`src/common/vic_pkg.sv`:
```
// Purpose: shared constants and types of the vectored interrupt controller
// Assumes: one 20 MHz clock, asynchronous active-low reset
// Notes: vector addresses are program word addresses, two per entry
package vic_pkg;
   // source counts
   localparam int NUM_IRQ = 118;
   localparam int NUM_TRAP = 8;
   localparam int NUM_USER_USED = 21;
   localparam int NUM_TRAP_USED = 4;
   // table layout
   localparam logic [23:0] RESET_ADDR = 24'h00_0000;
   localparam logic [23:0] PRIMARY_BASE = 24'h00_0004;
   localparam logic [23:0] IRQ_BASE = 24'h00_0014;
   localparam logic [23:0] ALT_OFFSET = 24'h00_0100;
   localparam logic [23:0] CODE_START = 24'h00_0200;
   localparam logic [6:0] IRQ_VEC_OFFSET = 7'h08;
   // fixed entry and return latencies in clocks, same for every source
   localparam int ENTRY_CYCLES = 5;
   localparam int RETURN_CYCLES = 3;
   // trap slot numbers
   localparam int TRAP_OSC_FAIL = 1;
   localparam int TRAP_ADDR_ERR = 2;
   localparam int TRAP_STACK_ERR = 3;
   localparam int TRAP_MATH_ERR = 4;
   localparam logic [7:0] TRAP_IMPL_MASK = 8'h1E;
   // request numbers in use
   localparam logic [117:0] IRQ_IMPL_MASK =
      118'h0 | (118'h1 << 65) | (118'h1 << 29) | (118'h1 << 23) | (118'h1 << 22)
      | (118'h1 << 20) | (118'h1 << 19) | (118'h1 << 17) | (118'h1 << 16)
      | 118'h3FEF;
   // reset values, the same for every kind of reset; then the trap level
   localparam logic [2:0] RST_PRIO = 3'h4;
   localparam logic [3:0] RST_CPU_LEVEL = 4'h0;
   localparam logic [3:0] LEVEL_TRAP = 4'h8;

   // pending winner as handed to the core
   typedef struct packed {
      logic valid;
      logic [6:0] vec;
      logic [3:0] level;
   } vic_pend_t;
endpackage

```
`src/rtl/vic_top.sv`:
```
// Purpose: vectored interrupt controller, one request line to the core
// Assumes: peripheral events are one-cycle pulses synchronous to CLOCK
// Notes: flags set by hardware, cleared by software; set wins over clear
`timescale 1ns/1ns
`default_nettype none
// Notes on behaviour
// - all requests merge into one core request
// - seven levels, fixed order inside a level
// - each source gets its own vector
// - entry and return take fixed cycles
// - primary table at 000004h, 126 vectors
// - vector entries are 24-bit fetch addresses
// - lower vector number wins natural priority
// - 21 requests, 4 traps; rest reserved
// - select bit moves all fetches to alternate
// - alternate entry is primary plus 0x100
// - traps 0..7 at 0x04..0x12, stepping two
// - request n is vector n+8, 0x14+2n
// - low request numbers map to named peripherals
// - higher request numbers map; rest reserved
// - reset bypasses controller, start at zero
// - reset values independent of reset type
// - flags set by source, cleared by software
// - three-bit level per source, zero never
// - core level 7 or trap level blocks
// - pending vector and level are readable
module vic_top #(
   parameter int N = vic_pkg::NUM_IRQ
) (
   // clock and reset
   input wire logic CLOCK,
   input wire logic RESETN,
   // event inputs from peripherals and traps
   input wire logic [N-1:0] IRQ_EVENT,
   input wire logic [7:0] TRAP_EVENT,
   // software control of flags, enables and levels
   input wire logic [N-1:0] FLAG_CLEAR,
   input wire logic [7:0] TRAP_CLEAR,
   input wire logic [N-1:0] ENABLE,
   input wire logic PRIO_WRITE,
   input wire logic [6:0] PRIO_INDEX,
   input wire logic [2:0] PRIO_VALUE,
   input wire logic ALT_TABLE_SELECT,
   input wire logic [3:0] CPU_PRIORITY_LEVEL,
   // core handshake
   input wire logic CORE_ACK,
   input wire logic CORE_RETURN,
   // core outputs
   output logic CPU_REQUEST,
   output logic [23:0] FETCH_ADDR,
   output logic FETCH_VALID,
   output logic RETURN_DONE,
   output logic [23:0] RESET_VECTOR,
   // status
   output logic [6:0] PENDING_VECTOR_FIELD,
   output logic [3:0] PENDING_LEVEL_FIELD,
   output logic [N-1:0] FLAGS,
   output logic [7:0] TRAP_FLAGS
);
   // flag and level storage
   logic [N-1:0] flag_q, flag_d;
   logic [7:0] trap_q, trap_d;
   logic [N*3-1:0] prio_q, prio_d;
   // user winner and trap winner
   logic u_found;
   logic [6:0] u_idx;
   logic [2:0] u_lvl;
   logic t_found;
   logic [2:0] t_idx;
   vic_pkg::vic_pend_t pend;
   logic [N-1:0] act;
   logic [23:0] vaddr;
   // sequencer
   typedef enum logic [2:0] {
      ST_IDLE = 3'b001,
      ST_ENTER = 3'b010,
      ST_RETURN = 3'b100
   } vic_state_t;
   vic_state_t st_q, st_d;
   logic [2:0] cnt_q, cnt_d;
   vic_pkg::vic_pend_t pend_q, pend_d;
   logic req_q, req_d;
   logic [23:0] addr_q, addr_d;
   logic fv_q, fv_d;
   logic rd_q, rd_d;

   // flags: hardware set beats software clear; unused slots never set
   // only the named request numbers take events, the rest stay clear
   always_comb begin
      flag_d = (flag_q & ~FLAG_CLEAR) | (IRQ_EVENT & vic_pkg::IRQ_IMPL_MASK);
      trap_d = (trap_q & ~TRAP_CLEAR) | (TRAP_EVENT & vic_pkg::TRAP_IMPL_MASK);
      prio_d = prio_q;
      if (PRIO_WRITE && (int'(PRIO_INDEX) < N)) begin
         prio_d[PRIO_INDEX*3 +: 3] = PRIO_VALUE;
      end
   end

   // one reset value regardless of why reset happened
   always_ff @(posedge CLOCK or negedge RESETN) begin
      if (!RESETN) begin
         flag_q <= '0;
         trap_q <= 8'h00;
         prio_q <= {N{vic_pkg::RST_PRIO}};
      end else begin
         flag_q <= flag_d;
         trap_q <= trap_d;
         prio_q <= prio_d;
      end
   end

   assign act = flag_q & ENABLE;

   // user arbitration: level first, lowest number breaks a tie
   vic_arbiter #(.N(N)) u_arb (
      .act(act),
      .prio(prio_q),
      .found(u_found),
      .idx(u_idx),
      .lvl(u_lvl)
   );

   // trap pick and overall winner; traps outrank any user source
   always_comb begin
      t_found = 1'b0;
      t_idx = 3'h0;
      for (int i = 7; i >= 0; i--) begin
         if (trap_q[i]) begin
            t_found = 1'b1;
            t_idx = 3'(i);
         end
      end
      pend = '0;
      if (t_found) begin
         pend.valid = 1'b1;
         pend.vec = {4'h0, t_idx};
         pend.level = vic_pkg::LEVEL_TRAP;
      end else if (u_found && !CPU_PRIORITY_LEVEL[3]
                   && ({1'b0, u_lvl} > CPU_PRIORITY_LEVEL)) begin
         pend.valid = 1'b1;
         pend.vec = u_idx + vic_pkg::IRQ_VEC_OFFSET;
         pend.level = {1'b0, u_lvl};
      end
   end

   // table address for the winner, primary or alternate
   // built from the registered winner, so the address matches the request the core saw
   vic_vecaddr u_addr (
      .vec(pend_q.vec),
      .alt(ALT_TABLE_SELECT),
      .addr(vaddr)
   );

   // sequencer: fixed-length entry and return, whatever the source
   always_comb begin
      st_d = st_q;
      cnt_d = cnt_q;
      pend_d = pend_q;
      req_d = 1'b0;
      addr_d = addr_q;
      fv_d = 1'b0;
      rd_d = 1'b0;
      unique case (st_q)
         ST_IDLE: begin
            pend_d = pend;
            req_d = pend.valid;
            if (req_q && CORE_ACK) begin
               st_d = ST_ENTER;
               cnt_d = 3'(vic_pkg::ENTRY_CYCLES - 1);
               addr_d = vaddr;
               req_d = 1'b0;
            end else if (CORE_RETURN) begin
               st_d = ST_RETURN;
               cnt_d = 3'(vic_pkg::RETURN_CYCLES - 1);
               req_d = 1'b0; // no request shown while the return runs
            end
         end
         ST_ENTER: begin
            // counter wraps once on the way out; idle reloads it before use
            cnt_d = cnt_q - 3'h1;
            if (cnt_q == 3'h1) begin
               fv_d = 1'b1;
            end
            if (cnt_q == 3'h0) begin
               st_d = ST_IDLE;
            end
         end
         ST_RETURN: begin
            cnt_d = cnt_q - 3'h1;
            if (cnt_q == 3'h1) begin
               rd_d = 1'b1;
            end
            if (cnt_q == 3'h0) begin
               st_d = ST_IDLE;
            end
         end
      endcase
   end

   // controller stays idle through reset; the core starts at zero alone
   always_ff @(posedge CLOCK or negedge RESETN) begin
      if (!RESETN) begin
         st_q <= ST_IDLE;
         cnt_q <= 3'h0;
         pend_q <= '0;
         req_q <= 1'b0;
         addr_q <= vic_pkg::RESET_ADDR;
         fv_q <= 1'b0;
         rd_q <= 1'b0;
      end else begin
         st_q <= st_d;
         cnt_q <= cnt_d;
         pend_q <= pend_d;
         req_q <= req_d;
         addr_q <= addr_d;
         fv_q <= fv_d;
         rd_q <= rd_d;
      end
   end

   // outputs straight from flops; the reset vector is a constant
   assign CPU_REQUEST = req_q;
   assign FETCH_ADDR = addr_q;
   assign FETCH_VALID = fv_q;
   assign RETURN_DONE = rd_q;
   assign PENDING_VECTOR_FIELD = pend_q.vec;
   assign PENDING_LEVEL_FIELD = pend_q.level;
   assign FLAGS = flag_q;
   assign TRAP_FLAGS = trap_q;
   assign RESET_VECTOR = vic_pkg::RESET_ADDR;

   // assertions
   flag_set_a: assert property (@(posedge CLOCK) disable iff (!RESETN)
      (IRQ_EVENT[0]) |=> FLAGS[0])
      else $error("flag not set by event");
   trap_set_a: assert property (@(posedge CLOCK) disable iff (!RESETN)
      (TRAP_EVENT[1]) |=> TRAP_FLAGS[1])
      else $error("trap flag not set");
   rsvd_flag_a: assert property (@(posedge CLOCK) disable iff (!RESETN)
      !FLAGS[4] && !TRAP_FLAGS[0])
      else $error("reserved slot flagged");
   entry_lat_a: assert property (@(posedge CLOCK) disable iff (!RESETN)
      (st_q == ST_IDLE && CORE_ACK && CPU_REQUEST) |-> ##5 FETCH_VALID)
      else $error("entry latency wrong");
   ret_lat_a: assert property (@(posedge CLOCK) disable iff (!RESETN)
      (st_q == ST_IDLE && CORE_RETURN && !(CORE_ACK && CPU_REQUEST)) |-> ##3 RETURN_DONE)
      else $error("return latency wrong");
   addr_map_a: assert property (@(posedge CLOCK) disable iff (!RESETN)
      FETCH_VALID |-> (FETCH_ADDR[0] == 1'b0) && (FETCH_ADDR < vic_pkg::CODE_START))
      else $error("fetch address outside tables");
   level_gate_a: assert property (@(posedge CLOCK) disable iff (!RESETN)
      (pend.valid && pend.level < vic_pkg::LEVEL_TRAP) |-> (pend.level > CPU_PRIORITY_LEVEL))
      else $error("request not above core level");
   blocked_a: assert property (@(posedge CLOCK) disable iff (!RESETN)
      (CPU_PRIORITY_LEVEL >= 4'h7 && trap_q == 8'h00) |-> !pend.valid)
      else $error("core level did not block");
   vec_map_a: assert property (@(posedge CLOCK) disable iff (!RESETN)
      (pend.valid && !t_found) |-> (pend.vec == u_idx + 7'h08))
      else $error("request vector mapping wrong");
   // handshake shape: request drops while busy, strobes last one cycle
   req_busy_a: assert property (@(posedge CLOCK) disable iff (!RESETN)
      (st_q != ST_IDLE) |-> !CPU_REQUEST)
      else $error("request raised while busy");
   ack_drop_a: assert property (@(posedge CLOCK) disable iff (!RESETN)
      (st_q == ST_IDLE && CORE_ACK && CPU_REQUEST) |=> !CPU_REQUEST)
      else $error("request held after acknowledge");
   fetch_pulse_a: assert property (@(posedge CLOCK) disable iff (!RESETN)
      FETCH_VALID |=> !FETCH_VALID)
      else $error("fetch strobe longer than one cycle");
   ret_pulse_a: assert property (@(posedge CLOCK) disable iff (!RESETN)
      RETURN_DONE |=> !RETURN_DONE)
      else $error("return strobe longer than one cycle");
   enter_cnt_a: assert property (@(posedge CLOCK) disable iff (!RESETN)
      (st_q == ST_ENTER) |-> (cnt_q <= 3'(vic_pkg::ENTRY_CYCLES - 1)))
      else $error("entry counter out of range");
   return_cnt_a: assert property (@(posedge CLOCK) disable iff (!RESETN)
      (st_q == ST_RETURN) |-> (cnt_q <= 3'(vic_pkg::RETURN_CYCLES - 1)))
      else $error("return counter out of range");
   // table choice is taken at the edge where the core accepts
   alt_fetch_a: assert property (@(posedge CLOCK) disable iff (!RESETN)
      (st_q == ST_IDLE && CORE_ACK && CPU_REQUEST && ALT_TABLE_SELECT)
      |=> (FETCH_ADDR >= vic_pkg::ALT_OFFSET + vic_pkg::PRIMARY_BASE))
      else $error("alternate table not used");
   prim_fetch_a: assert property (@(posedge CLOCK) disable iff (!RESETN)
      (st_q == ST_IDLE && CORE_ACK && CPU_REQUEST && !ALT_TABLE_SELECT)
      |=> (FETCH_ADDR < vic_pkg::ALT_OFFSET))
      else $error("primary table not used");
   // traps always win; user levels never zero, unnamed flags stay clear, pending level set while requesting
   trap_first_a: assert property (@(posedge CLOCK) disable iff (!RESETN)
      (trap_q != 8'h00) |-> (pend.valid && pend.vec < vic_pkg::IRQ_VEC_OFFSET))
      else $error("trap did not win");
   level_zero_a: assert property (@(posedge CLOCK) disable iff (!RESETN)
      u_found |-> (u_lvl != 3'h0))
      else $error("level zero source picked");
   used_flag_a: assert property (@(posedge CLOCK) disable iff (!RESETN)
      ((FLAGS & ~vic_pkg::IRQ_IMPL_MASK) == '0))
      else $error("unnamed request number flagged");
   pend_field_a: assert property (@(posedge CLOCK) disable iff (!RESETN)
      CPU_REQUEST |-> (PENDING_LEVEL_FIELD != 4'h0))
      else $error("pending level empty while requesting");
   // scenarios worth seeing at least once
   enter_c: cover property (@(posedge CLOCK) disable iff (!RESETN) FETCH_VALID);
   return_c: cover property (@(posedge CLOCK) disable iff (!RESETN) RETURN_DONE);
   alt_c: cover property (@(posedge CLOCK) disable iff (!RESETN)
      FETCH_VALID && FETCH_ADDR >= vic_pkg::ALT_OFFSET);
   trap_c: cover property (@(posedge CLOCK) disable iff (!RESETN) t_found && u_found);
   blocked_c: cover property (@(posedge CLOCK) disable iff (!RESETN) u_found && !pend.valid);
endmodule
`default_nettype wire

```
`src/rtl/vic_arbiter.sv`:
```
// Purpose: picks the winning user request by level, then by lowest number
// Assumes: inputs stable within a clock
// Notes: purely combinational; the top registers its result
`timescale 1ns/1ns
`default_nettype none
module vic_arbiter #(
   parameter int N = 118
) (
   // per-source inputs
   input wire logic [N-1:0] act,
   input wire logic [N*3-1:0] prio,
   // result
   output logic found,
   output logic [6:0] idx,
   output logic [2:0] lvl
);
   // scan downward so the lowest number wins a tie
   always_comb begin
      found = 1'b0;
      idx = 7'h00;
      lvl = 3'h0;
      for (int i = N - 1; i >= 0; i--) begin
         if (act[i] && (prio[i*3 +: 3] >= lvl) && (prio[i*3 +: 3] != 3'h0)) begin
            found = 1'b1;
            idx = 7'(i);
            lvl = prio[i*3 +: 3];
         end
      end
   end
endmodule
`default_nettype wire

```
`src/rtl/vic_vecaddr.sv`:
```
// Purpose: turns a vector number into a 24-bit fetch address
// Assumes: vector 0..125
// Notes: alternate table sits one page above the primary one
`timescale 1ns/1ns
`default_nettype none
module vic_vecaddr (
   // selection
   input wire logic [6:0] vec,
   input wire logic alt,
   // address
   output logic [23:0] addr
);
   // two words per entry starting at the primary base
   always_comb begin
      addr = vic_pkg::PRIMARY_BASE + {16'h0000, vec, 1'b0};
      if (alt) begin
         addr = addr + vic_pkg::ALT_OFFSET;
      end
   end
endmodule
`default_nettype wire

```
`config.mk`:
```
export PLATFORM = sky130hd
export DESIGN_NAME = vic_top
export DESIGN_NICKNAME = d
export VERILOG_FILES = /design/src/common/vic_pkg.sv /design/src/rtl/vic_top.sv /design/src/rtl/vic_arbiter.sv /design/src/rtl/vic_vecaddr.sv
export SDC_FILE = /design/constraint.sdc
export NUM_CORES = 2
export LEC_CHECK = 0
export BUFFER_PORTS_ARGS = -buffer_cell sky130_fd_sc_hd__buf_2
export CORE_MARGIN = 1.5
export CORE_UTILIZATION = 57
export DETAILED_ROUTE_END_ITERATION = 7
export PLACE_DENSITY_LB_ADDON = 0.2
export SYNTH_ARGS = -nofsm -noshare
export SYNTH_HDL_FRONTEND = slang
export SYNTH_SLANG_ARGS = --single-unit
```
`constraint.sdc`:
```
create_clock -name CLOCK -period 201 [get_ports CLOCK]
set_input_delay 0 -clock CLOCK [delete_from_list [all_inputs] [get_ports CLOCK]]
set_output_delay 0 -clock CLOCK [all_outputs]
set_load 0.01 [all_outputs]
```
==> impl_metrics.tcl <==
set metrics [dict create \
    grt_util_met2_pct 58.26 \
    final.setup.tns_ps 0 \
    worst_hold_slack_ps 26.59 \
    synth-edff-count 0 \
    placed_cells 6058 \
    ys_ff_latch 509 \
    status "finished clean" \
    start_util_pct 57.41 \
    clkLatencyLatePin_ps 640 \
    max_slew_margin_pct 18.09 \
    rsz0062_at_grt "false" \
    period_minus_slack_ps 180700 \
    use_met3_pct 7.915 \
    seq_area_frac_synth_pct 32.78 \
    cp_common_cell "ha_1" \
    post_cts_resized 0 \
    reg2reg_depth 845 \
    use_met1_pct 47.40 \
    layout_setup_ws_ps 20300 \
    power_uw 284.3 \
    drt_pass1_iterations 6 \
    synth_cell_types 127 \
    yosys.area.top_type "dfrtp_1" \
    cts_tree "yes" \
    avgSynthCellArea_um2 8.191 \
    cts.sink_count 509 \
    fp.dieArea_um2 70550 \
    place_congestion 0.9999 \
    h-tree-depth 2 \
    syn-cell-area_um2 39310 \
    ys_top_cells_by_area "dfrtp_1 (25%), dfstp_2 (8.0%), mux2_2 (6.9%)" \
    wl_mm 133.5 \
    via_count 40180 \
    drtIter0Drc 3877 \
    hold_class "in -> reg" \
    grt_usage_pct 36.72 \
    start_kind "register" \
    grt_pass1_wl_mm 204.5 \
    cp-end-kind "register" \
    timing.fmax_mhz 5.534 \
    vias_per_cell 6.321 \
    async_flop_share_pct 100.0 \
    clkTransAtPathRegs_ps 60 \
    gr-max-usage-layer "met2" \
    power.density_nw_per_um2 6.159 \
    port-buffer-count 437 \
    drive_gt1_share_pct 19.46 \
    cts_buffers 59 \
    synth_cells 4799 \
    synthFlopType "dfrtp_1" \
    worst_slew_pin_slew_ps 1217 \
    die_x_um 265.6 \
    p_leak_nw 20.94 \
    routedWlPerCell_um 21.00 \
    slew_viol_final 0 \
    grt_max_degree 154 \
    grt_remaining_overflow 0 \
    coreArea_um2 68470 \
    final_cells 6357 \
    critPathKind "reg -> reg" \
    io_pins 578 \
    drv_cap 0 \
    setup-violations-final 0 \
    finalClockSkew_ps 21.83 \
    ir_drop_mv 0.006738 \
    cts_buffer_depth 3 \
    grt_pass1_vias 37610 \
    whs_path_depth 3 \
    crit_path_max_fanout 9 \
    dp_hpwl_mm 98.58 \
    postRouteAntennaNets 0 \
    areaGrowthSynthToFinish_pct 17.43 \
    yosys.area.top_type_share_pct 24.83 \
    die_h_um 265.6 \
    nFillCells 5762 \
    seq_area_um2 12890 \
    pre_cts_ws_ps 24680 \
    drc 0 \
    critPathArrivalTime_ps 181290 \
    finalCritPeriodShare_pct 89.90 \
    yosysWarningCount 0 \
    cts_root_buffer "clkbuf_16" \
    rows 96 \
    antenna_found_initial 22 \
    required_ps 201580 \
    hold_viol 0 \
    critPathSlowestCell "nor4_1" \
    cp_slowest_stage_delay_ps 880 \
    multi_input_area_um2 24980 \
    fin_nets 5934 \
]
worst max-delay path, delay by kind of cell (launching register included):
kind | cells | cell delay [ps]
compound gates | 383 | 86140
fa+ha+maj | 138 | 37090
flops | 1 | 550
mux | 26 | 9350
buf+inv | 14 | 2460
simple gates | 340 | 56620
cell usage in the layout, fill, tap and decap left out, drive strengths merged, types with 99 or more instances in the layout:
cell         instances
nand3              203
buf                457
dfrtp              390
dlygate4sd3        171
mux2               242
ha                 136
nand2b             149
dfstp              119
nand2              639
a21oi              263
inv                260
nor2b              144
and3                99
nor2               448
o21ai              363
per-stage QoR:
step / util, % / instance area (um^2)
after floorplan: - / 39450
after global placement: 61.79 / 42310
after detailed placement: 61.79 / 42310
after CTS: 67.36 / 46120
after global routing: 67.40 / 46140
final: 67.42 / 46160
per-layer routing:
| metal | up-vias | wire [um] |
|---|---|---|
| li1 | 18790 | - |
| met5 | - | 92 |
| met1 | 19220 | 55160 |
| met3 | 400 | 11100 |
| met4 | 16 | 7082 |
| met2 | 1753 | 60080 |
flip-flops by register name, summed over array words and instances, names as in the netlist:
signal and count:
CPU_REQUEST 1, FETCH_ADDR 9, FETCH_VALID 1, FLAGS 118, PENDING_LEVEL_FIELD 4, PENDING_VECTOR_FIELD 7
RETURN_DONE 1, TRAP_FLAGS 8, cnt_q 3, prio_q 354, st_q 3
Yosys cell counts (all sizes together) (15+ instances only):
cell	number
nor3	89
o21a	57
and3	99
o211a	23
nor2b	144
maj3	25
or2	39
or3	36
a22oi	25
o21ai	363
o2111ai	26
a21oi	263
nand3	203
ha	136
dfrtp	390
a21o	85
a31o	21
a211o	21
o211ai	61
a211oi	48
o221ai	23
buf	48
nand4	24
and2	97
mux2i	21
nor4	22
mux2	242
nor2	448
inv	260
a221oi	22
o21bai	27
o31ai	47
dfstp	119
nand2b	149
a31oi	70
o311ai	27
o22ai	23
a21boi	18
clkbuf	70
nand2	639
nor3b	15
layout make-up:
class / count / area share (%)
antenna: 18 / 0.09758
clock buffer: 82 / 3.781
clock inverter: 28 / 0.7644
inverter: 260 / 2.114
multi-input combinational: 3950 / 54.11
sequential: 509 / 27.92
tap: 882 / 2.391
timing repair buffer: 628 / 8.826
power breakdown:
group	internal, mW	leakage, nW	switching (mW)
Sequential	0.110	6.45	0.00806
Clock	0.0695	1.02	0.0468
Combinational	0.0214	13.5	0.0281
Total	0.201	20.9	0.0830
path summary, 6_finish.rpt:
check | startpoint | endpoint | slack [ps]
max | prio_q[353]$_DFFE_PN1P_ | CPU_REQUEST$_DFF_PN0_ | 20300
min reg2reg | PENDING_LEVEL_FIELD[0]$_DFFE_PN0P_ | PENDING_LEVEL_FIELD[0]$_DFFE_PN0P_ | 480
max in group asynchronous | RESETN | FLAGS[81]$_DFF_PN0_ | 198450
min in group asynchronous | RESETN | FLAGS[60]$_DFF_PN0_ | 480
min | FLAG_CLEAR[46] | FLAGS[46]$_DFF_PN0_ | 30
max reg2reg | prio_q[353]$_DFFE_PN1P_ | CPU_REQUEST$_DFF_PN0_ | 20300
kinds of logic after synthesis:
family / count (synthesis) / share of synthesized area (%)
compound gates: 1424 / 25.17
flops: 509 / 32.78
mux: 263 / 7.477
fa+ha+maj: 161 / 4.975
buf+inv: 378 / 4.049
other cells: 1 / 0.009540
simple gates: 2052 / 25.29
xor+xnor: 11 / 0.2451
timing repair:
action,CTS,global route
hold buffers,171,0
setup endpoints to repair,0,0
buffers inserted,0,0
endpoints found under the hold margin,253,0
Note: power is estimated with default switching activity, not from simulation.
